$ cat config.mk
export PLATFORM = sky130hd
export DESIGN_NAME = adcs_top
export DESIGN_NICKNAME = d
export VERILOG_FILES = /design/src/verilog/adcs_pkg.sv /design/src/verilog/adcs_prescaler.sv /design/src/verilog/adcs_sar.sv /design/src/verilog/adcs_top.sv
export SDC_FILE = /design/constraint.sdc
export NUM_CORES = 1
export LEC_CHECK = 0
export BUFFER_PORTS_ARGS = -buffer_cell sky130_fd_sc_hd__buf_2
export CORE_MARGIN = 1.5
export CORE_UTILIZATION = 45
export DETAILED_ROUTE_END_ITERATION = 10
export PLACE_DENSITY = 0.78
export SLEW_MARGIN = 20
export SYNTH_ARGS = -nofsm -noshare
export SYNTH_HDL_FRONTEND = slang
export SYNTH_SLANG_ARGS = --single-unit
$ cat constraint.sdc
create_clock -name CLK -period 2.7 [get_ports CLK]
set_input_delay 0.135 -clock CLK [delete_from_list [all_inputs] [get_ports CLK]]
set_output_delay 0.135 -clock CLK [all_outputs]
set_load 0.1 [all_outputs]
$ cat src/verilog/adcs_pkg.sv
// Shared constants and types for the converter sequencer control block.
// Assumes a single 40 MHz system clock and an AHB-Lite register port.
`default_nettype none
package adcs_pkg;
	// ****************************************************************
	// Register map, byte addresses
	// ****************************************************************
	localparam logic [7:0] ADCS_OFS_INPUT_SELECT = 8'h00;
	localparam logic [7:0] ADCS_OFS_CONTROL      = 8'h04;
	localparam logic [7:0] ADCS_OFS_RESULT_LOW   = 8'h08;
	localparam logic [7:0] ADCS_OFS_RESULT_HIGH  = 8'h0c;
	localparam logic [7:0] ADCS_RST_INPUT_SELECT = 8'h00;
	localparam logic [7:0] ADCS_RST_CONTROL      = 8'h00;

	// ****************************************************************
	// Field positions
	// ****************************************************************
	localparam int unsigned ADCS_BIT_REF_HI   = 7;
	localparam int unsigned ADCS_BIT_REF_LO   = 6;
	localparam int unsigned ADCS_BIT_LEFT     = 5;
	localparam int unsigned ADCS_BIT_CHAN_HI  = 3;
	localparam int unsigned ADCS_BIT_ENABLE   = 7;
	localparam int unsigned ADCS_BIT_START    = 6;
	localparam int unsigned ADCS_BIT_FREE     = 5;
	localparam int unsigned ADCS_BIT_FLAG     = 4;
	localparam int unsigned ADCS_BIT_IRQ_EN   = 3;
	localparam int unsigned ADCS_BIT_DIV_HI   = 2;

	// ****************************************************************
	// Encodings
	// ****************************************************************
	localparam logic [1:0] ADCS_REF_EXTERNAL = 2'h0;
	localparam logic [1:0] ADCS_REF_SUPPLY   = 2'h1;
	localparam logic [1:0] ADCS_REF_RESERVED = 2'h2;
	localparam logic [1:0] ADCS_REF_INTERNAL = 2'h3;
	localparam logic [3:0] ADCS_CH_EXT_LAST  = 4'h7;
	localparam logic [3:0] ADCS_CH_BANDGAP   = 4'he;
	localparam logic [3:0] ADCS_CH_GROUND    = 4'hf;
	localparam logic [1:0] ADCS_HTRANS_NONSEQ = 2'h2;

	// ****************************************************************
	// Result width, and conversion timing in converter clock cycles
	// ****************************************************************
	localparam int unsigned ADCS_RES_W     = 10;
	localparam logic [4:0] ADCS_CYC_FIRST  = 5'h19;
	localparam logic [4:0] ADCS_CYC_NORMAL = 5'h0d;
	localparam logic [4:0] ADCS_EXTRA      = ADCS_CYC_FIRST - ADCS_CYC_NORMAL;
	localparam logic [4:0] ADCS_SH_CYC     = 5'h01;
	localparam logic [4:0] ADCS_STEP_FIRST = 5'h02;
	localparam logic [4:0] ADCS_STEP_LAST  = 5'h0b;

	typedef enum logic [1:0] {
		ADCS_IDLE = 2'b00,
		ADCS_CONV = 2'b01
	} adcs_state_e;
endpackage
`default_nettype wire

$ cat src/verilog/adcs_prescaler.sv
// Converter clock enable generator from the system clock.
// Assumes the caller holds enable low while the converter is off.
`default_nettype none
module adcs_prescaler (
	// Clock and reset
	input  wire logic       clk,
	input  wire logic       arst_n,
	// Control
	input  wire logic       enable,
	input  wire logic [2:0] sel,
	// Converter clock enable
	output var  logic       tick
);
	import adcs_pkg::*;

	// ****************************************************************
	// Divider
	// ****************************************************************
	logic [6:0] cnt_r;
	logic [7:0] one_sh;
	logic [6:0] mask;

	// Codes zero and one both divide by two
	assign one_sh = 8'h01 << sel;
	assign mask   = (sel == 3'h0) ? 7'h01 : one_sh[6:0] - 7'h01; // [RQ14]

	// Free-running count, held clear while disabled
	always_ff @(posedge clk or negedge arst_n) begin
		if (!arst_n) begin
			cnt_r <= 7'h00;
			tick  <= 1'b0;
		end else begin
			cnt_r <= enable ? cnt_r + 7'h01 : 7'h00; // [RQ20]
			tick  <= enable && ((cnt_r & mask) == mask); // [RQ14]
		end
	end
endmodule
`default_nettype wire

$ cat src/verilog/adcs_sar.sv
// Successive approximation register driving the trial DAC code.
// Assumes comp is synchronised and high when input >= trial level.
`default_nettype none
module adcs_sar #(
	parameter int unsigned W = 10
) (
	// Clock and reset
	input  wire logic         clk,
	input  wire logic         arst_n,
	// Sequencing
	input  wire logic         load,
	input  wire logic         step,
	input  wire logic         comp,
	// Trial code, final after the last step
	output var  logic [W-1:0] code
);
	import adcs_pkg::*;

	// ****************************************************************
	// Bit search
	// ****************************************************************
	logic [W-1:0] bit_r;
	logic [W-1:0] keep;
	logic [W-1:0] next_bit;
	logic [W-1:0] msb;

	// Keep the trial bit only while the input is at or above it
	assign msb      = {1'b1, {(W-1){1'b0}}};
	assign keep     = comp ? code : (code & ~bit_r); // [RQ1]
	assign next_bit = bit_r >> 1;

	// Load starts at mid-scale, each step settles one bit
	always_ff @(posedge clk or negedge arst_n) begin
		if (!arst_n) begin
			code  <= '0;
			bit_r <= '0;
		end else if (load) begin
			code  <= msb;
			bit_r <= msb;
		end else if (step && bit_r != '0) begin
			code  <= keep | next_bit;
			bit_r <= next_bit;
		end
	end
endmodule
`default_nettype wire

$ cat src/verilog/adcs_top.sv
// Sequencer and register file for a 10-bit successive approximation converter.
// Assumes a single AHB-Lite master, a comparator pin and an analog mux outside.
//
// Function
// [RQ1] - Result code equals input times 1024 over reference, zero to all ones.
// [RQ2] - Reference field: external pin, analog supply, reserved, internal reference.
// [RQ3] - Reference and channel writes during a conversion apply after it finishes.
// [RQ4] - Left adjust bit re-presents result bytes at once, even mid conversion.
// [RQ5] - Channel field: inputs zero to seven, bandgap, ground, rest unassigned.
// [RQ6] - Enable powers converter; clearing it aborts any running conversion.
// [RQ7] - Start write begins conversion; free run needs only the first start.
// [RQ8] - First conversion after enable takes 25 cycles, later ones take 13.
// [RQ9] - Start bit reads one while converting; writing zero does nothing.
// [RQ10] - Free run bit keeps sampling and updating results; clearing ends it.
// [RQ11] - Done flag sets when conversion finishes and result is updated.
// [RQ12] - Interrupt requested only with flag, enable and global enable set.
// [RQ13] - Flag clears on vector acknowledge or writing one; zero leaves it.
// [RQ14] - Prescaler codes divide by 2,2,4,8,16,32,64,128.
// [RQ15] - Software should keep low analog port pins quiet while converting.
// [RQ16] - Low byte read freezes result until the high byte is read.
// [RQ17] - Conversion begins on first converter clock edge after start.
// [RQ18] - Sample and hold after 1.5 normal cycles, 13.5 on the first.
// [RQ19] - Free run restarts right after completion with start bit held high.
// [RQ20] - Prescaler counter runs on system clock, held clear while disabled.
// [RQ21] - Reset clears every control, selection and flag bit to zero.
//
// Design decisions made here: the address map and the AHB-Lite interface to the registers.
`default_nettype none
module adcs_top (
	// Clock and reset
	input  wire logic        CLK,
	input  wire logic        ARST_N,
	// AHB-Lite slave
	input  wire logic        HSEL,
	input  wire logic [31:0] HADDR,
	input  wire logic [1:0]  HTRANS,
	input  wire logic        HWRITE,
	input  wire logic [2:0]  HSIZE,
	input  wire logic [31:0] HWDATA,
	input  wire logic        HREADY,
	output var  logic [31:0] HRDATA,
	output var  logic        HREADYOUT,
	output var  logic        HRESP,
	// Analog front end
	input  wire logic        COMP_IN,
	output var  logic [9:0]  DAC_CODE,
	output var  logic        SAMPLE_HOLD,
	output var  logic        CONVERTER_ON,
	output var  logic [3:0]  CHANNEL_SEL,
	output var  logic [7:0]  EXT_INPUT_SEL,
	output var  logic        BANDGAP_SEL,
	output var  logic        GROUND_SEL,
	output var  logic        SUPPLY_REF_SEL,
	output var  logic        INT_REF_ON,
	// Processor interrupt side
	input  wire logic        GLOBAL_IRQ_EN,
	input  wire logic        IRQ_ACK,
	output var  logic        DONE_IRQ
);
	import adcs_pkg::*;

	// ****************************************************************
	// Bus slave
	// ****************************************************************
	logic       wr_pend_r;
	logic       rd_pend_r;
	logic [7:0] addr_r;
	logic [7:0] wdata;
	logic [7:0] rd_val;
	logic       addr_phase;
	logic       wr_sel;
	logic       wr_ctl;

	// Address decode, writes commit in their data phase
	assign addr_phase = HSEL && HREADY && (HTRANS == ADCS_HTRANS_NONSEQ);
	assign wdata      = HWDATA[7:0];
	assign wr_sel     = wr_pend_r && (addr_r == ADCS_OFS_INPUT_SELECT);
	assign wr_ctl     = wr_pend_r && (addr_r == ADCS_OFS_CONTROL);

	// Reads take one wait state so a prior write is visible
	always_ff @(posedge CLK or negedge ARST_N) begin
		if (!ARST_N) begin
			wr_pend_r <= 1'b0;
			rd_pend_r <= 1'b0;
			addr_r    <= 8'h00;
			HREADYOUT <= 1'b1;
			HRDATA    <= 32'h0000_0000;
		end else begin
			wr_pend_r <= addr_phase && HWRITE;
			rd_pend_r <= addr_phase && !HWRITE;
			HREADYOUT <= !(addr_phase && !HWRITE);
			if (addr_phase)
				addr_r <= HADDR[7:0];
			if (rd_pend_r)
				HRDATA <= {24'h00_0000, rd_val};
		end
	end

	// ****************************************************************
	// Registers
	// ****************************************************************
	logic [1:0] ref_r;
	logic       left_r;
	logic [3:0] chan_r;
	logic       enable_r;
	logic       busy_r;
	logic       free_r;
	logic       flag_r;
	logic       irqen_r;
	logic [2:0] div_r;
	logic       freeze_r;
	logic [9:0] res_r;
	logic [7:0] res_low;
	logic [7:0] res_high;

	// Result presentation follows the adjust bit combinationally
	assign res_low  = left_r ? {res_r[1:0], 6'h00} : res_r[7:0]; // [RQ4]
	assign res_high = left_r ? res_r[9:2] : {6'h00, res_r[9:8]}; // [RQ4]

	// Read mux, unmapped addresses read zero
	assign rd_val = (addr_r == ADCS_OFS_INPUT_SELECT) ? {ref_r, left_r, 1'b0, chan_r} :
		(addr_r == ADCS_OFS_CONTROL) ? {enable_r, busy_r, free_r, flag_r, irqen_r, div_r} :
		(addr_r == ADCS_OFS_RESULT_LOW) ? res_low :
		(addr_r == ADCS_OFS_RESULT_HIGH) ? res_high : 8'h00;

	// Plain read/write fields
	always_ff @(posedge CLK or negedge ARST_N) begin
		if (!ARST_N) begin
			{ref_r, left_r, chan_r} <= 7'h00; // [RQ21]
			{free_r, irqen_r, div_r} <= 5'h00; // [RQ21]
		end else begin
			if (wr_sel) begin
				ref_r  <= wdata[ADCS_BIT_REF_HI:ADCS_BIT_REF_LO];
				left_r <= wdata[ADCS_BIT_LEFT];
				chan_r <= wdata[ADCS_BIT_CHAN_HI:0];
			end
			if (wr_ctl) begin
				free_r  <= wdata[ADCS_BIT_FREE]; // [RQ10]
				irqen_r <= wdata[ADCS_BIT_IRQ_EN];
				div_r   <= wdata[ADCS_BIT_DIV_HI:0];
			end
		end
	end

	// ****************************************************************
	// Sequencer
	// ****************************************************************
	adcs_state_e state_r;
	adcs_state_e state_nxt;
	logic [4:0]  cyc_r;
	logic [4:0]  cyc_nxt;
	logic [4:0]  off;
	logic        long_r;
	logic        first_r;
	logic        tick;
	logic        enable_nxt;
	logic        start_wr;
	logic        conv_start;
	logic        in_conv;
	logic        done;
	logic        restart;
	logic        sh_now;
	logic        step_now;
	logic        busy_nxt;
	logic        flag_nxt;
	logic        sel_load;
	logic        comp_meta_r;
	logic        comp_sync_r;
	logic [9:0]  sar_code;
	logic [3:0]  chan_lock_r;
	logic [1:0]  ref_lock_r;

	// Event decode on converter clock enables
	assign enable_nxt = wr_ctl ? wdata[ADCS_BIT_ENABLE] : enable_r;
	assign start_wr   = wr_ctl && wdata[ADCS_BIT_START] && wdata[ADCS_BIT_ENABLE]; // [RQ7]
	assign conv_start = (state_r == ADCS_IDLE) && busy_r && tick && enable_nxt; // [RQ17]
	assign in_conv    = (state_r == ADCS_CONV) && tick;
	assign off        = long_r ? ADCS_EXTRA : 5'h00; // [RQ8]
	assign sh_now     = in_conv && (cyc_r == ADCS_SH_CYC + off); // [RQ18]
	assign step_now   = in_conv && (cyc_r >= ADCS_STEP_FIRST + off) &&
		(cyc_r <= ADCS_STEP_LAST + off);
	assign done       = in_conv && (cyc_r == ADCS_CYC_NORMAL - 5'h01 + off); // [RQ8]
	assign restart    = done && free_r && enable_nxt; // [RQ19]
	assign sel_load   = (state_r == ADCS_IDLE) || restart; // [RQ3]

	// Start bit: set by a start write, held in free run, cleared on disable
	assign busy_nxt = enable_nxt && (start_wr || (busy_r && !(done && !free_r))); // [RQ9]
	// Hardware set wins over either clear
	assign flag_nxt = done || (flag_r && !IRQ_ACK &&
		!(wr_ctl && wdata[ADCS_BIT_FLAG])); // [RQ11] [RQ13]

	// Next state and cycle count
	always_comb begin
		state_nxt = state_r;
		cyc_nxt   = cyc_r;
		case (state_r)
			ADCS_IDLE: begin
				if (conv_start) begin
					state_nxt = ADCS_CONV;
					cyc_nxt   = 5'h00;
				end
			end
			ADCS_CONV: begin
				if (restart)
					cyc_nxt = 5'h00; // [RQ19]
				else if (done)
					state_nxt = ADCS_IDLE;
				else if (tick)
					cyc_nxt = cyc_r + 5'h01;
			end
			default: state_nxt = ADCS_IDLE;
		endcase
		if (!enable_nxt)
			state_nxt = ADCS_IDLE; // [RQ6]
	end

	// Control and status state
	always_ff @(posedge CLK or negedge ARST_N) begin
		if (!ARST_N) begin
			state_r  <= ADCS_IDLE;
			cyc_r    <= 5'h00;
			enable_r <= 1'b0; // [RQ21]
			busy_r   <= 1'b0;
			flag_r   <= 1'b0;
			first_r  <= 1'b0;
			long_r   <= 1'b0;
		end else begin
			state_r  <= state_nxt;
			cyc_r    <= cyc_nxt;
			enable_r <= enable_nxt; // [RQ6]
			busy_r   <= busy_nxt;
			flag_r   <= flag_nxt;
			first_r  <= !enable_r || (first_r && !conv_start); // [RQ8]
			if (conv_start || restart)
				long_r <= conv_start && first_r; // [RQ8]
		end
	end

	// Result update and read freeze between low and high reads
	always_ff @(posedge CLK or negedge ARST_N) begin
		if (!ARST_N) begin
			res_r    <= 10'h000;
			freeze_r <= 1'b0;
		end else begin
			if (done && !freeze_r)
				res_r <= sar_code; // [RQ1] [RQ10]
			if (rd_pend_r && addr_r == ADCS_OFS_RESULT_LOW)
				freeze_r <= 1'b1; // [RQ16]
			else if (rd_pend_r && addr_r == ADCS_OFS_RESULT_HIGH)
				freeze_r <= 1'b0;
		end
	end

	// Comparator pin synchroniser
	always_ff @(posedge CLK or negedge ARST_N) begin
		if (!ARST_N) begin
			comp_meta_r <= 1'b0;
			comp_sync_r <= 1'b0;
		end else begin
			comp_meta_r <= COMP_IN;
			comp_sync_r <= comp_meta_r;
		end
	end

	adcs_prescaler u_prescaler (
		.clk    (CLK),
		.arst_n (ARST_N),
		.enable (enable_r),
		.sel    (div_r),
		.tick   (tick)
	);

	adcs_sar #(
		.W (ADCS_RES_W)
	) u_sar (
		.clk    (CLK),
		.arst_n (ARST_N),
		.load   (sh_now),
		.step   (step_now),
		.comp   (comp_sync_r),
		.code   (sar_code)
	);

	// ****************************************************************
	// Analog selection and outputs
	// ****************************************************************
	// Selections track the register until locked by a conversion
	always_ff @(posedge CLK or negedge ARST_N) begin
		if (!ARST_N) begin
			chan_lock_r    <= 4'h0;
			ref_lock_r     <= 2'h0;
			INT_REF_ON     <= 1'b0;
			SUPPLY_REF_SEL <= 1'b0;
			BANDGAP_SEL    <= 1'b0;
			GROUND_SEL     <= 1'b0;
			SAMPLE_HOLD    <= 1'b0;
			CONVERTER_ON   <= 1'b0;
			DONE_IRQ       <= 1'b0;
		end else begin
			if (sel_load) begin
				chan_lock_r <= chan_r; // [RQ3]
				ref_lock_r  <= ref_r; // [RQ3]
			end
			INT_REF_ON     <= ref_lock_r == ADCS_REF_INTERNAL; // [RQ2]
			SUPPLY_REF_SEL <= ref_lock_r == ADCS_REF_SUPPLY; // [RQ2]
			BANDGAP_SEL    <= chan_lock_r == ADCS_CH_BANDGAP; // [RQ5]
			GROUND_SEL     <= chan_lock_r == ADCS_CH_GROUND; // [RQ5]
			SAMPLE_HOLD    <= sh_now; // [RQ18]
			CONVERTER_ON   <= enable_r;
			DONE_IRQ       <= flag_r && irqen_r && GLOBAL_IRQ_EN; // [RQ12]
		end
	end

	// One-hot external input select, unassigned codes select nothing
	generate
		for (genvar i = 0; i < 8; i++) begin : g_ext
			always_ff @(posedge CLK or negedge ARST_N) begin
				if (!ARST_N)
					EXT_INPUT_SEL[i] <= 1'b0;
				else
					EXT_INPUT_SEL[i] <= (chan_lock_r == 4'(i)); // [RQ5]
			end
		end
	endgenerate

	assign CHANNEL_SEL = chan_lock_r;
	assign DAC_CODE    = sar_code;
	assign HRESP       = 1'b0;
endmodule
`default_nettype wire

# Word level (Yosys, flattened, before mapping)

Index checks and enable logic that the tools add are counted.

Bits in registers: 105
Output and inout bits: 63

Add/subtract/negate cells: 7
$lt $le $gt $ge: 2
Equal/unequal tests: 25
Shift operators: 1
Mux-type cells: 27
Bitwise gates (word level): 4
Reduce and logical (&&, ||, !) cells: 57

Operators by type and width:

| cell                                                                  | count |
|---|---|
| 10-bit two-way mux                                                    | 5 |
| 8-bit two-way mux                                                     | 6 |
| 1-bit logical AND                                                     | 33 |
| 5-bit two-way mux                                                     | 4 |
| 4-bit by 3-bit equality test with 1-bit output, second input constant | 4 |
| 8-bit by 4-bit equality test with 1-bit output, second input constant | 2 |
| 7-bit two-way mux                                                     | 2 |
| 3-bit inequality test, second input constant                          | 4 |
| 4-bit by 4-bit adder with 5-bit output, first input constant          | 2 |
| 10-bit AND                                                            | 1 |
| 5-bit equality test                                                   | 2 |
| 10-bit inverter                                                       | 1 |
| 10-bit by 9-bit OR with 10-bit output                                 | 1 |
| 5-bit one-hot mux with 2 select lines                                 | 1 |
| 10-bit nonzero test                                                   | 1 |
| 1-bit logical NOT                                                     | 9 |
| 4-bit by 2-bit equality test with 1-bit output, second input constant | 2 |
| 4-bit equality test, second input constant                            | 2 |
| 8-bit by 3-bit equality test with 1-bit output, second input constant | 1 |
| 8-bit logical NOT                                                     | 1 |
| 2-bit two-way mux                                                     | 4 |
| 7-bit by 1-bit adder with 7-bit output, second input constant         | 1 |
| 7-bit AND                                                             | 1 |
| 7-bit equality test                                                   | 1 |
| 22 further kinds                                                      | 32 |

# Longest topological paths before layout

Gate-level depths: netlist (run 1).

Depth after elaboration: 9
Mapped depth: 9

# Cells and area by module

Synthesis (run 1) repeated with hierarchy kept, for this count alone.

Cells, all modules: 435
Area total of the unflattened synthesis: 4859.7 sq um

By module, submodules not included:

| module         | times used | cells each | area an instance (sq um) | sequential area each (sq um) |
|---|---|---|---|---|
| adcs_top       | 1          | 322        | 3667.3                   | 1903.1 |
| adcs_sar       | 1          | 78         | 812.0                    | 500.5 |
| adcs_prescaler | 1          | 35         | 380.4                    | 200.2 |

# Worst setup path before layout (run 1)

OpenSTA, ideal clock, no wires.

Path kind: flip-flop to flip-flop
From: reg cyc_r[2]
To: reg u_sar.code[1]
Arrival: 2198 ps
Data required time: 2578 ps
Setup slack: 381 ps
Stages on the path, launching flop included: 8
Path buffers: 1
Clock period less this slack: 2319 ps
Cell sequence: dfrtp_1 > ha_1 > and4b_1 > a2111o_1 > a221oi_4 > buf_4 > nand3b_1 > a32o_1

Word-level cells in the longest chain between the ends: 5
Elaborated cells on any way between the ends: 9

RTL lines:

| what                              | RTL line        | source |
|---|---|---|
| start, declared                   | adcs_top.sv:150 | `logic [4:0] cyc_r;` |
| start signal, assigned            | adcs_top.sv:229 | `cyc_r <= cyc_nxt;` |
| 5-bit greater-or-equal comparator | adcs_top.sv:180 | `assign step_now = in_conv && (cyc_r >= ADCS_STEP_FIRST + off) &&` |
| 1-bit logical AND (2 in series)   | adcs_top.sv:180 |  |
| 1-bit logical AND                 | adcs_sar.sv:40  | `end else if (step && bit_r != '0) begin` |
| 2-bit nonzero test (no line)      | n/a             |  |
| end signal, assigned              | adcs_sar.sv:38  | `code <= msb;` |
| end signal, assigned              | adcs_sar.sv:41  | `code <= keep \| next_bit;` |
| end, declared                     | adcs_sar.sv:15  | `output var logic [W-1:0] code` |

Parallel ways exist; a longest one is shown, timed or not.
A chain may end at the register's enable or synchronous reset.

# Worst setup path in the final report (run 1)

From: reg long_r
To: reg u_sar.bit_r[1]

Word-level cells in the longest chain between the ends: 7
Elaborated cells on any way between the ends: 13

RTL lines:

| what                                   | RTL line        | source |
|---|---|---|
| start, declared                        | adcs_top.sv:153 | `logic long_r;` |
| start signal, assigned                 | adcs_top.sv:235 | `long_r <= conv_start && first_r;` |
| 4-bit two-way mux *                    | adcs_top.sv:178 | `assign off = long_r ? ADCS_EXTRA : 5'h00;` |
| 2-bit by 4-bit adder with 5-bit output | adcs_top.sv:180 |  |
| 5-bit greater-or-equal comparator      | adcs_top.sv:180 |  |
| 1-bit logical AND (2 in series)        | adcs_top.sv:180 |  |
| 1-bit logical AND                      | adcs_sar.sv:40  |  |
| 2-bit nonzero test (no line)           | n/a             |  |
| end signal, assigned                   | adcs_sar.sv:39  | `bit_r <= msb;` |
| end signal, assigned                   | adcs_sar.sv:42  | `bit_r <= next_bit;` |
| end, declared                          | adcs_sar.sv:22  | `logic [W-1:0] bit_r;` |

Every way passes the cells marked *; elsewhere a longest branch is shown, timed or not.

==> flow_metrics.env, run 1 <==
export IMPL_holdPathStages=2
export IMPL_ys_top_cells_by_count="dfrtp_1 (103), mux2_2 (32), buf_4 (27)"
export IMPL_start_util_pct=47.0
export IMPL_synth_largest_area_cell="dfrtp_1"
export IMPL_finalHoldViolCount=0
export IMPL_synth_most_common_cell="dfrtp_1"
export IMPL_ant_nets=0
export IMPL_final_setup_viol_count=0
export IMPL_synth_edf_count=0
export IMPL_cp_cell_sequence="inv_1 > ha_1 > and4b_1 > a2111o_1 > a221oi_4 > and3_1 > buf_12 > a22o_1"
export IMPL_vdd_drop_max_mv=0.665
export IMPL_end_kind="flop"
export IMPL_ys_seq_area_share_pct=53.2
export IMPL_die_w_um=107
export IMPL_ys_ff_latch=104
export IMPL_cts_resized=0
export IMPL_cts_tree="built"
export IMPL_gp_congestion=0.897
export IMPL_grt_total_usage_pct=18.3
export IMPL_worst_pin_slew_ps=641
export IMPL_clk_pin_slew_ps=110
export IMPL_synth_cell_area_sq_um=4890
export IMPL_synthDistinctLibCells=61
export IMPL_fin_crit_sh_pct=91.2
export IMPL_tns_ps=0
export IMPL_antenna_found_initial=0
export IMPL_ff2ff_path_depth=8
export IMPL_ys_warn_count=0
export IMPL_fmax_ghz=0.406
export IMPL_drv_slew=0
export IMPL_worst_hold_path_type="input pin to flop"
export IMPL_nets=584
export IMPL_slew_headroom_pct=56.9
export IMPL_area_delta_synth_final_pct=15.5
export IMPL_hold_buffers=15
export IMPL_drc_errors=0
export IMPL_syn_avg_cell_area_sq_um=11.8
export IMPL_grt_pass1_vias=3284
export IMPL_dieArea_sq_um=11500
export IMPL_portBuffers=63
export IMPL_vias=3429
export IMPL_cp_max_fo=11
export IMPL_critPathMaxStageDelay_ps=390
export IMPL_async_reset_ff_share_pct=100
export IMPL_cp_top_family="compound AO/OA/AOI/OAI gates"
export IMPL_finalClockSkew_ps=14.0
export IMPL_drt_iter0_markers=170
export IMPL_grt_max_degree=59
export IMPL_dr_wl_met2_um=4650
export IMPL_ys_flop_type="dfrtp_1"
export IMPL_final_util_pct=54.3
export IMPL_cts_post_setup_buffers_inserted=0
export IMPL_clock_sinks=104
export IMPL_worstSetupPathType="flop to flop"
export IMPL_htreeDepth=3
export IMPL_cp_data_required_time_ps=3020
export IMPL_cts_root_buf="clkbuf_8"
export IMPL_p_per_area_nw_per_um2=996
export IMPL_crit_slowest_cell="dfrtp_1"
export IMPL_hold_slack_ps=21.0
export IMPL_n_antenna_cell=0
export IMPL_outcome="finished clean"
export IMPL_fin_cells=639
export IMPL_wl_met1_um=4540
export IMPL_cts_made_buffers=9
export IMPL_cts_buffer_depth=2
export IMPL_wl_um=9950
export IMPL_rsz0062_at_grt="false"
export IMPL_wl_per_cell_um=15.6
export IMPL_row_count=37
export IMPL_crit_cells=8
export IMPL_core_area_sq_um=10400
export IMPL_worstSkewPairLatency_ps=380
export IMPL_grt_pass1_wl_um=16300
export IMPL_met3_length_um=550
export IMPL_fin_crit_ps=2460
export IMPL_worst_path_buf_inv=2
export IMPL_syn_inst=415
export IMPL_drt_first_pass_iters=4
export IMPL_io_pins=140
export IMPL_dp_cells=608
export IMPL_ys_top_cells_by_area="dfrtp_1 (53%), mux2_2 (7.4%), buf_4 (4.1%), ha_1 (2.3%), nand2_1 (1.9%)"
export IMPL_post_dp_hpwl_um=7120
export IMPL_grt_overflow=0
export IMPL_routed_top_layer="met4"
export IMPL_final_layout_size_suffix_gt1_share_pct=27.4
export IMPL_synth_top_area_share_pct=52.7
export IMPL_critPathLaunchType="flop"
export IMPL_viasPerCell=5.37
export IMPL_arrival_ps=2780
export IMPL_cap_violations=0
export IMPL_die_h_um=107
export IMPL_leakage_uw=0.00274
cells in the final DEF, fill, tap and decap left out, types with 6 or more instances in the layout:
cell type      netlist  routed
nand3_1             11      11
nor2b_1              6       6
clkbuf_8             0       9
mux2i_1              9       9
mux2_4               6       6
a32o_1               8       8
conb_1               1      25
ha_1                 9       9
nor3_1              10      10
o21ai_0             13      13
nand3b_1            10      10
nor2_1              20      20
buf_4               27       8
nand2_1             25      25
a21oi_1             10      10
dlygate4sd3_1        0      15
mux2_2              32      32
and2_1               7       7
dfrtp_1            103     103
a22o_1               9       9
buf_2                1      62
inv_1               17      17
final cells by class:
type / count / area [sq um]
Clock buffer: 9 / 124
Clock inverter: 7 / 86.3
Fill cell: 875 / 4760
Inverter: 17 / 63.8
Multi-Input combinational cell: 279 / 2040
Sequential cell: 104 / 2600
Tap cell: 136 / 170
Timing Repair Buffer: 87 / 561
kinds of logic after synthesis:
kind of cell	share of synthesized area, %
compound gates	11.2
xor+xnor	1.07
fa+ha+maj	2.30
buf+inv	6.85
flops	53.2
mux	11.5
other cells	0.0766
simple gates	13.8
registers in the layout, indices dropped and copies added, names as in the netlist, 2 cells and up:
signal / count
CHANNEL_SEL: 4
EXT_INPUT_SEL: 8
HRDATA: 8
addr_r: 8
chan_r: 4
cyc_r: 5
div_r: 3
ref_lock_r: 2
ref_r: 2
res_r: 10
u_prescaler.cnt_r: 7
u_sar.bit_r: 10
u_sar.code: 10
report_power, final:
| group | total [uW] | internal (uW) | switching [uW] |
|---|---|---|---|
| sequential | 2280 | 1900 | 379 |
| clock | 975 | 371 | 603 |
| combinational | 2370 | 635 | 1740 |
metrics by stage:
stage / setup slack [ps] / total power, uW / area (sq um)
4_1_cts: 239 / 5660 / 5650
3_5_place_dp: 255 / 4660 / 5290
5_1_grt: 111 / 5920 / 5650
6_report: 238 / 5630 / 5650
2_1_floorplan: 381 / 4240 / 4980
3_3_place_gp: 315 / 4600 / 5290
worst register-to-register path, cell delays in order (launching register included):
cell,delay (ps)
dfrtp_1,390
inv_1,130
ha_1,290
and4b_1,210
a2111o_1,380
a221oi_4,380
and3_1,340
buf_12,160
a22o_1,140
routing by layer:
metal / vias to the layer above / track usage (%)
li1: 1606 / -
met2: 130 / 28.1
met3: 19 / 3.63
met1: 1674 / 25.3
met5: - / 0
met4: 0 / 7.71
path summary, 6_finish.rpt:
check                              start              to  slack (ps)
max reg2reg                       long_r  u_sar.bit_r[1]         240
min                        GLOBAL_IRQ_EN        DONE_IRQ          20
max in group asynchronous         ARST_N        cyc_r[0]        1680
min reg2reg                  comp_meta_r     comp_sync_r         370
max                               long_r  u_sar.bit_r[1]         240
min in group asynchronous         ARST_N     comp_sync_r         300
Note: power is estimated with default switching activity, not from simulation.
==> inputs of run 2 (changes only) <==
CELL_PAD_IN_SITES_DETAIL_PLACEMENT = 1   (was default)
CELL_PAD_IN_SITES_GLOBAL_PLACEMENT = 1   (was default)
CORE_UTILIZATION = 42   (was 45)
CTS_BUF_LIST = sky130_fd_sc_hd__clkbuf_4 sky130_fd_sc_hd__clkbuf_8   (was default)
PLACE_DENSITY = 0.89   (was 0.78)
SKIP_CTS_REPAIR_TIMING = 1   (was default)
==> flow_metrics.env, run 2 (synthesized netlist as in run 1, its figures left out) <==
export IMPL_dieArea_sq_um=12300
export IMPL_area_delta_synth_final_pct=13.8
export IMPL_cp_max_fo=13
export IMPL_grt_overflow=0
export IMPL_ant_nets=0
export IMPL_swShare_pct=49.1
export IMPL_nets=580
export IMPL_cts_buffer_depth=2
export IMPL_final_setup_viol_count=0
export IMPL_worst_pin_slew_ps=923
export IMPL_grt_max_degree=73
export IMPL_rsz0062_at_grt="false"
export IMPL_holdPathEnd="div_r[1]"
export IMPL_holdPathStages=3
export IMPL_clock_sinks=104
export IMPL_intPower_uw=2890
export IMPL_drt_iter0_markers=128
export IMPL_multi_input_area_sq_um=2040
export IMPL_start_util_pct=43.0
export IMPL_layout_common_cells="dfrtp_1 (103), buf_2 (62), mux2_2 (32), nand2_1 (25), conb_1 (25)"
export IMPL_seqPwrFrac_pct=41.0
export IMPL_wl_per_cell_um=19.0
export IMPL_drc_errors=0
export IMPL_row_count=39
export IMPL_vias=3521
export IMPL_grt_pass1_vias=3702
export IMPL_drt_first_pass_iters=4
export IMPL_top_regs="res_r: 10 flops, u_sar.bit_r: 10 flops, u_sar.code: 10 flops"
export IMPL_cp_cell_sequence="inv_2 > ha_1 > and4b_1 > a2111o_1 > a221oi_4 > buf_6 > nand3b_1 > a32o_1"
export IMPL_fin_crit_ps=2610
export IMPL_grt_pass1_wl_um=19800
export IMPL_cts_root_buf="clkbuf_8"
export IMPL_htreeDepth=3
export IMPL_p_per_area_nw_per_um2=1020
export IMPL_worstSkewPairLatency_ps=380
export IMPL_seq_area_sq_um=2600
export IMPL_p_clk_share_pct=16.3
export IMPL_end_kind="flop"
export IMPL_cp_data_required_time_ps=2970
export IMPL_cap_violations=0
export IMPL_ff2ff_path_depth=8
export IMPL_cts_tree="built"
export IMPL_slew_headroom_pct=38.5
export IMPL_min_from="HWDATA[1]"
export IMPL_finalPower_uw=5680
export IMPL_p_switching_uw=2790
export IMPL_wl_um=12200
export IMPL_viasPerCell=5.48
export IMPL_post_dp_hpwl_um=8570
export IMPL_vdd_drop_max_mv=0.755
export IMPL_die_h_um=111
export IMPL_layout_commonest_cell="dfrtp_1"
export IMPL_drv_slew=0
export IMPL_finalHoldViolCount=0
export IMPL_reg2reg_to="u_sar.code[7]"
export IMPL_n_antenna_cell=0
export IMPL_portBuffers=63
export IMPL_r2r_start="long_r"
export IMPL_io_pins=140
export IMPL_grt_total_usage_pct=20.4
export IMPL_arrival_ps=2880
export IMPL_critPathMaxStageDelay_ps=420
export IMPL_gp_congestion=0.842
export IMPL_worst_hold_path_type="input pin to flop"
export IMPL_fill_cells=1253
export IMPL_die_w_um=111
export IMPL_clk_pin_slew_ps=110
export IMPL_crit_slowest_cell="dfrtp_1"
export IMPL_tns_ps=0
export IMPL_antenna_found_initial=0
export IMPL_leakage_uw=0.00270
export IMPL_comb_power_share_pct=42.8
export IMPL_fmax_ghz=0.383
export IMPL_ff2ff_setup_slack_ps=90
export IMPL_core_area_sq_um=11400
export IMPL_outcome="finished clean"
export IMPL_critPathLaunchType="flop"
export IMPL_worstSetupPathType="flop to flop"
export IMPL_cts_made_buffers=9
export IMPL_fin_crit_sh_pct=96.7
export IMPL_finalClockSkew_ps=13.1
export IMPL_final_layout_size_suffix_gt1_share_pct=28.1
[run 2: cell types whose count changed in the layout (fill, tap and decap cells not counted), moves of 2 or more]
cell           previous run  this run
buf_12                    2         0
clkinv_8                  3         0
buf_4                     8        10
clkinvlp_4                0         3
dlygate4sd3_1            15        10
[run 2: area by class of cell]
class                      count  share of cell area (%)
clock buffer                  10                    2.36
clock inverter                 6                   0.921
inverter                      17                    1.15
multi-input combinational    279                    36.7
sequential                   104                    46.7
tap                          143                    3.21
timing repair buffer          83                    8.92
[run 2: critical path, delay by kind of cell (launching register included)]
| family | cells | cell delay (ps) |
|---|---|---|
| fa+ha+maj | 1 | 360 |
| flops | 1 | 420 |
| buf+inv | 2 | 300 |
| simple gates | 2 | 340 |
| compound gates | 3 | 1090 |
[run 2: power by group through the flow]
stage / Clock [uW] / Combinational, uW / Sequential (uW)
after floorplan: 0 / 1040 / 3200
after global placement: 0 / 2300 / 2300
after detailed placement: 0 / 2390 / 2330
after CTS: 950 / 2420 / 2310
after global routing: 1010 / 2560 / 2370
final: 924 / 2430 / 2330
[run 2: routing by layer]
| metal | part of all wire (%) | track usage, % | vias up |
|---|---|---|---|
| met1 | 41 | 24.9 | 1800 |
| met3 | 4.2 | 3.55 | 24 |
| met4 | 2.9 | 9.23 | 0 |
| li1 | - | - | 1588 |
| met5 | 0 | 0 | - |
| met2 | 52 | 35.5 | 109 |
[run 2: worst max path at each step]
stage                                to  slack [ps]  cells after the start      from
after floorplan           u_sar.code[1]         380                      7  cyc_r[2]
after global placement    u_sar.code[5]         240                      8    long_r
after detailed placement  u_sar.code[8]         130                      8    long_r
after CTS                 u_sar.code[7]          40                      8    long_r
after global routing      u_sar.code[8]          40                      8    long_r
final                     u_sar.code[7]          90                      8    long_r
[run 2: stage by stage]
step / cells / setup slack [ps] / utilization, % / instance area [sq um] / hold slack, ps
after floorplan: 439 / 381 / - / 4980 / -161
after global placement: 615 / 240 / 46.4 / 5280 / 244
after detailed placement: 615 / 131 / 46.4 / 5280 / 257
after CTS: 631 / 41.9 / 48.0 / 5460 / -151
after global routing: 642 / 36.0 / 49.0 / 5570 / 24.5
final: 642 / 88.7 / 49.0 / 5570 / 6.72
==> inputs of run 3 (changes only) <==
CORE_UTILIZATION = 41   (was 42)
PLACE_DENSITY = 0.88   (was 0.89)
SYNTH_HIERARCHICAL = 1   (was default)
==> flow_metrics.env, run 3 <==
export IMPL_outcome="finished clean"
export IMPL_seq_area_sq_um=2600
export IMPL_grt_pass1_wl_um=19300
export IMPL_wl_um=12300
export IMPL_final_layout_size_suffix_gt1_share_pct=25.5
export IMPL_worst_hold_path_type="input pin to flop"
export IMPL_syn_inst=435
export IMPL_fmax_ghz=0.399
export IMPL_top_regs="res_r: 10 flops, u_sar/bit_r: 10 flops, u_sar/code: 10 flops"
export IMPL_synth_top_area_share_pct=53.0
export IMPL_fin_crit_sh_pct=92.7
export IMPL_ys_flop_type="dfrtp_1"
export IMPL_grt_pass1_vias=3775
export IMPL_area_delta_synth_final_pct=16.4
export IMPL_syn_avg_cell_area_sq_um=11.2
export IMPL_p_per_area_nw_per_um2=643
export IMPL_clock_sinks=104
export IMPL_nets=603
export IMPL_worstSetupPathType="flop to flop"
export IMPL_antenna_found_initial=0
export IMPL_die_h_um=112
export IMPL_wl_per_cell_um=18.5
export IMPL_synthDistinctLibCells=59
export IMPL_drt_iter0_markers=227
export IMPL_synth_most_common_cell="dfrtp_1"
export IMPL_io_pins=140
export IMPL_vias=3533
export IMPL_drv_slew=0
export IMPL_async_reset_ff_share_pct=100
export IMPL_cts_buffer_depth=2
export IMPL_worst_pin_slew_ps=596
export IMPL_viasPerCell=5.31
export IMPL_post_dp_hpwl_um=8410
export IMPL_cts_root_buf="clkbuf_8"
export IMPL_ys_top_cells_by_count="dfrtp_1 (103), nand2_1 (47), inv_1 (30)"
export IMPL_cp_data_required_time_ps=2970
export IMPL_clk_pin_slew_ps=100
export IMPL_fin_crit_ps=2500
export IMPL_n_antenna_cell=0
export IMPL_multi_input_area_sq_um=2000
export IMPL_drc_errors=0
export IMPL_core_area_sq_um=11500
export IMPL_fill_cells=1270
export IMPL_final_setup_viol_count=0
export IMPL_end_kind="flop"
export IMPL_grt_overflow=0
export IMPL_row_count=39
export IMPL_htreeDepth=3
export IMPL_layout_common_cells="dfrtp_1 (103), buf_2 (62), nand2_1 (47), inv_1 (30)"
export IMPL_start_util_pct=42.4
export IMPL_synth_cell_area_sq_um=4860
export IMPL_grt_total_usage_pct=19.5
export IMPL_synth_largest_area_cell="dfrtp_1"
export IMPL_dp_worst_setup_slack_ps=186
export IMPL_grt_max_degree=105
export IMPL_ant_nets=0
export IMPL_arrival_ps=2780
export IMPL_portBuffers=63
export IMPL_finalHoldViolCount=0
export IMPL_drt_first_pass_iters=4
export IMPL_final_setup_worst_slack_ps=197
export IMPL_worstSkewPairLatency_ps=380
export IMPL_vdd_drop_max_mv=0.425
export IMPL_ys_top_cells_by_area="dfrtp_1 (53%), mux2_2 (5.8%), buf_4 (3.9%), nand2_1 (3.6%), ha_1 (2.3%)"
export IMPL_die_w_um=112
export IMPL_hold_slack_ps=6.70
export IMPL_tns_ps=0
export IMPL_rsz0062_at_grt="false"
export IMPL_cts_made_buffers=9
export IMPL_gp_congestion=0.797
export IMPL_finalClockSkew_ps=14.1
export IMPL_cts_tree="built"
export IMPL_cp_max_fo=9
export IMPL_synth_edf_count=0
export IMPL_ys_warn_count=6
export IMPL_slew_headroom_pct=60.2
export IMPL_critPathLaunchType="flop"
export IMPL_layout_commonest_cell="dfrtp_1"
export IMPL_ys_ff_latch=104
export IMPL_cap_violations=0
export IMPL_dieArea_sq_um=12500
export IMPL_leakage_uw=0.00273
export IMPL_ys_seq_area_share_pct=53.6
run 3: changes by cell type after synthesis, sizes merged, moves of 5 or more:
cell,change
nand2,+23
inv,+14
a21oi,+9
mux2,-7
nand3b,-7
nand2b,+6
a22o,-5
o21ai,+5
run 3: per-layer routing:
layer  up-vias  share of wire [%]  global-route usage, %
li1       1629                  -                      -
met1      1800                 40                   23.5
met2        80                 53                   35.0
met3        24                3.7                   4.46
met4         0                2.7                   5.49
met5         -                  0                      0
run 3: critical path, cell delays in order, from the launching register on:
cell      delay, ps
dfrtp_1         420
inv_1           140
ha_1            300
a31oi_1         200
o21bai_1         90
a21oi_1         190
a41oi_1          70
nor3_1          190
buf_4           200
and2b_1         240
nand2_1          90
a32o_1          260
run 3: worst paths after layout:
kind                       slack (ps)           from  depth (start not counted)                   end
min in group asynchronous         310         ARST_N                          3  u_prescaler/cnt_r[6]
max in group asynchronous        1900         ARST_N                          3           SAMPLE_HOLD
hold reg to reg                   370    comp_meta_r                          0           comp_sync_r
setup / recovery                  200         long_r                         11         u_sar/code[1]
setup reg to reg                  200         long_r                         11         u_sar/code[1]
hold / removal                      7  GLOBAL_IRQ_EN                          2              DONE_IRQ
run 3: logic make-up (layout without fill, tap and decap cells):
group / count (synthesis) / count (layout) / synth area share, %
AND/OR/NAND/NOR: 129 / 129 / 14.3
flip-flops: 104 / 104 / 53.6
AO/OA/AOI/OAI: 78 / 78 / 10.8
buffers and inverters: 67 / 130 / 7.26
multiplexers: 42 / 42 / 10.7
adder cells (fa/ha/maj): 9 / 9 / 2.32
XOR/XNOR: 5 / 5 / 0.901
other: 1 / 25 / 0.0772
run 3: power by group:
part	internal (uW)	switching, uW	total (uW)	leakage, uW
sequential	1640	84.3	1720	0.00135
clock	617	560	1180	0.000119
combinational	175	564	739	0.00126
run 3: per-stage QoR:
stage / cells / area [sq um] / util (%) / power [uW]
after floorplan: 459 / 4950 / - / 2330
after global placement: 634 / 5270 / 45.9 / 2430
after detailed placement: 634 / 5270 / 45.9 / 2460
after CTS: 650 / 5510 / 48.1 / 3630
after global routing: 665 / 5660 / 49.3 / 3770
final: 665 / 5660 / 49.3 / 3640
run 3: layout make-up:
class,count,area share (%)
inverter,31,2.06
clock inverter,7,2.12
multi-input combinational,288,35.4
sequential,104,46.0
timing repair buffer,83,9.07
tap,143,3.16
clock buffer,9,2.19
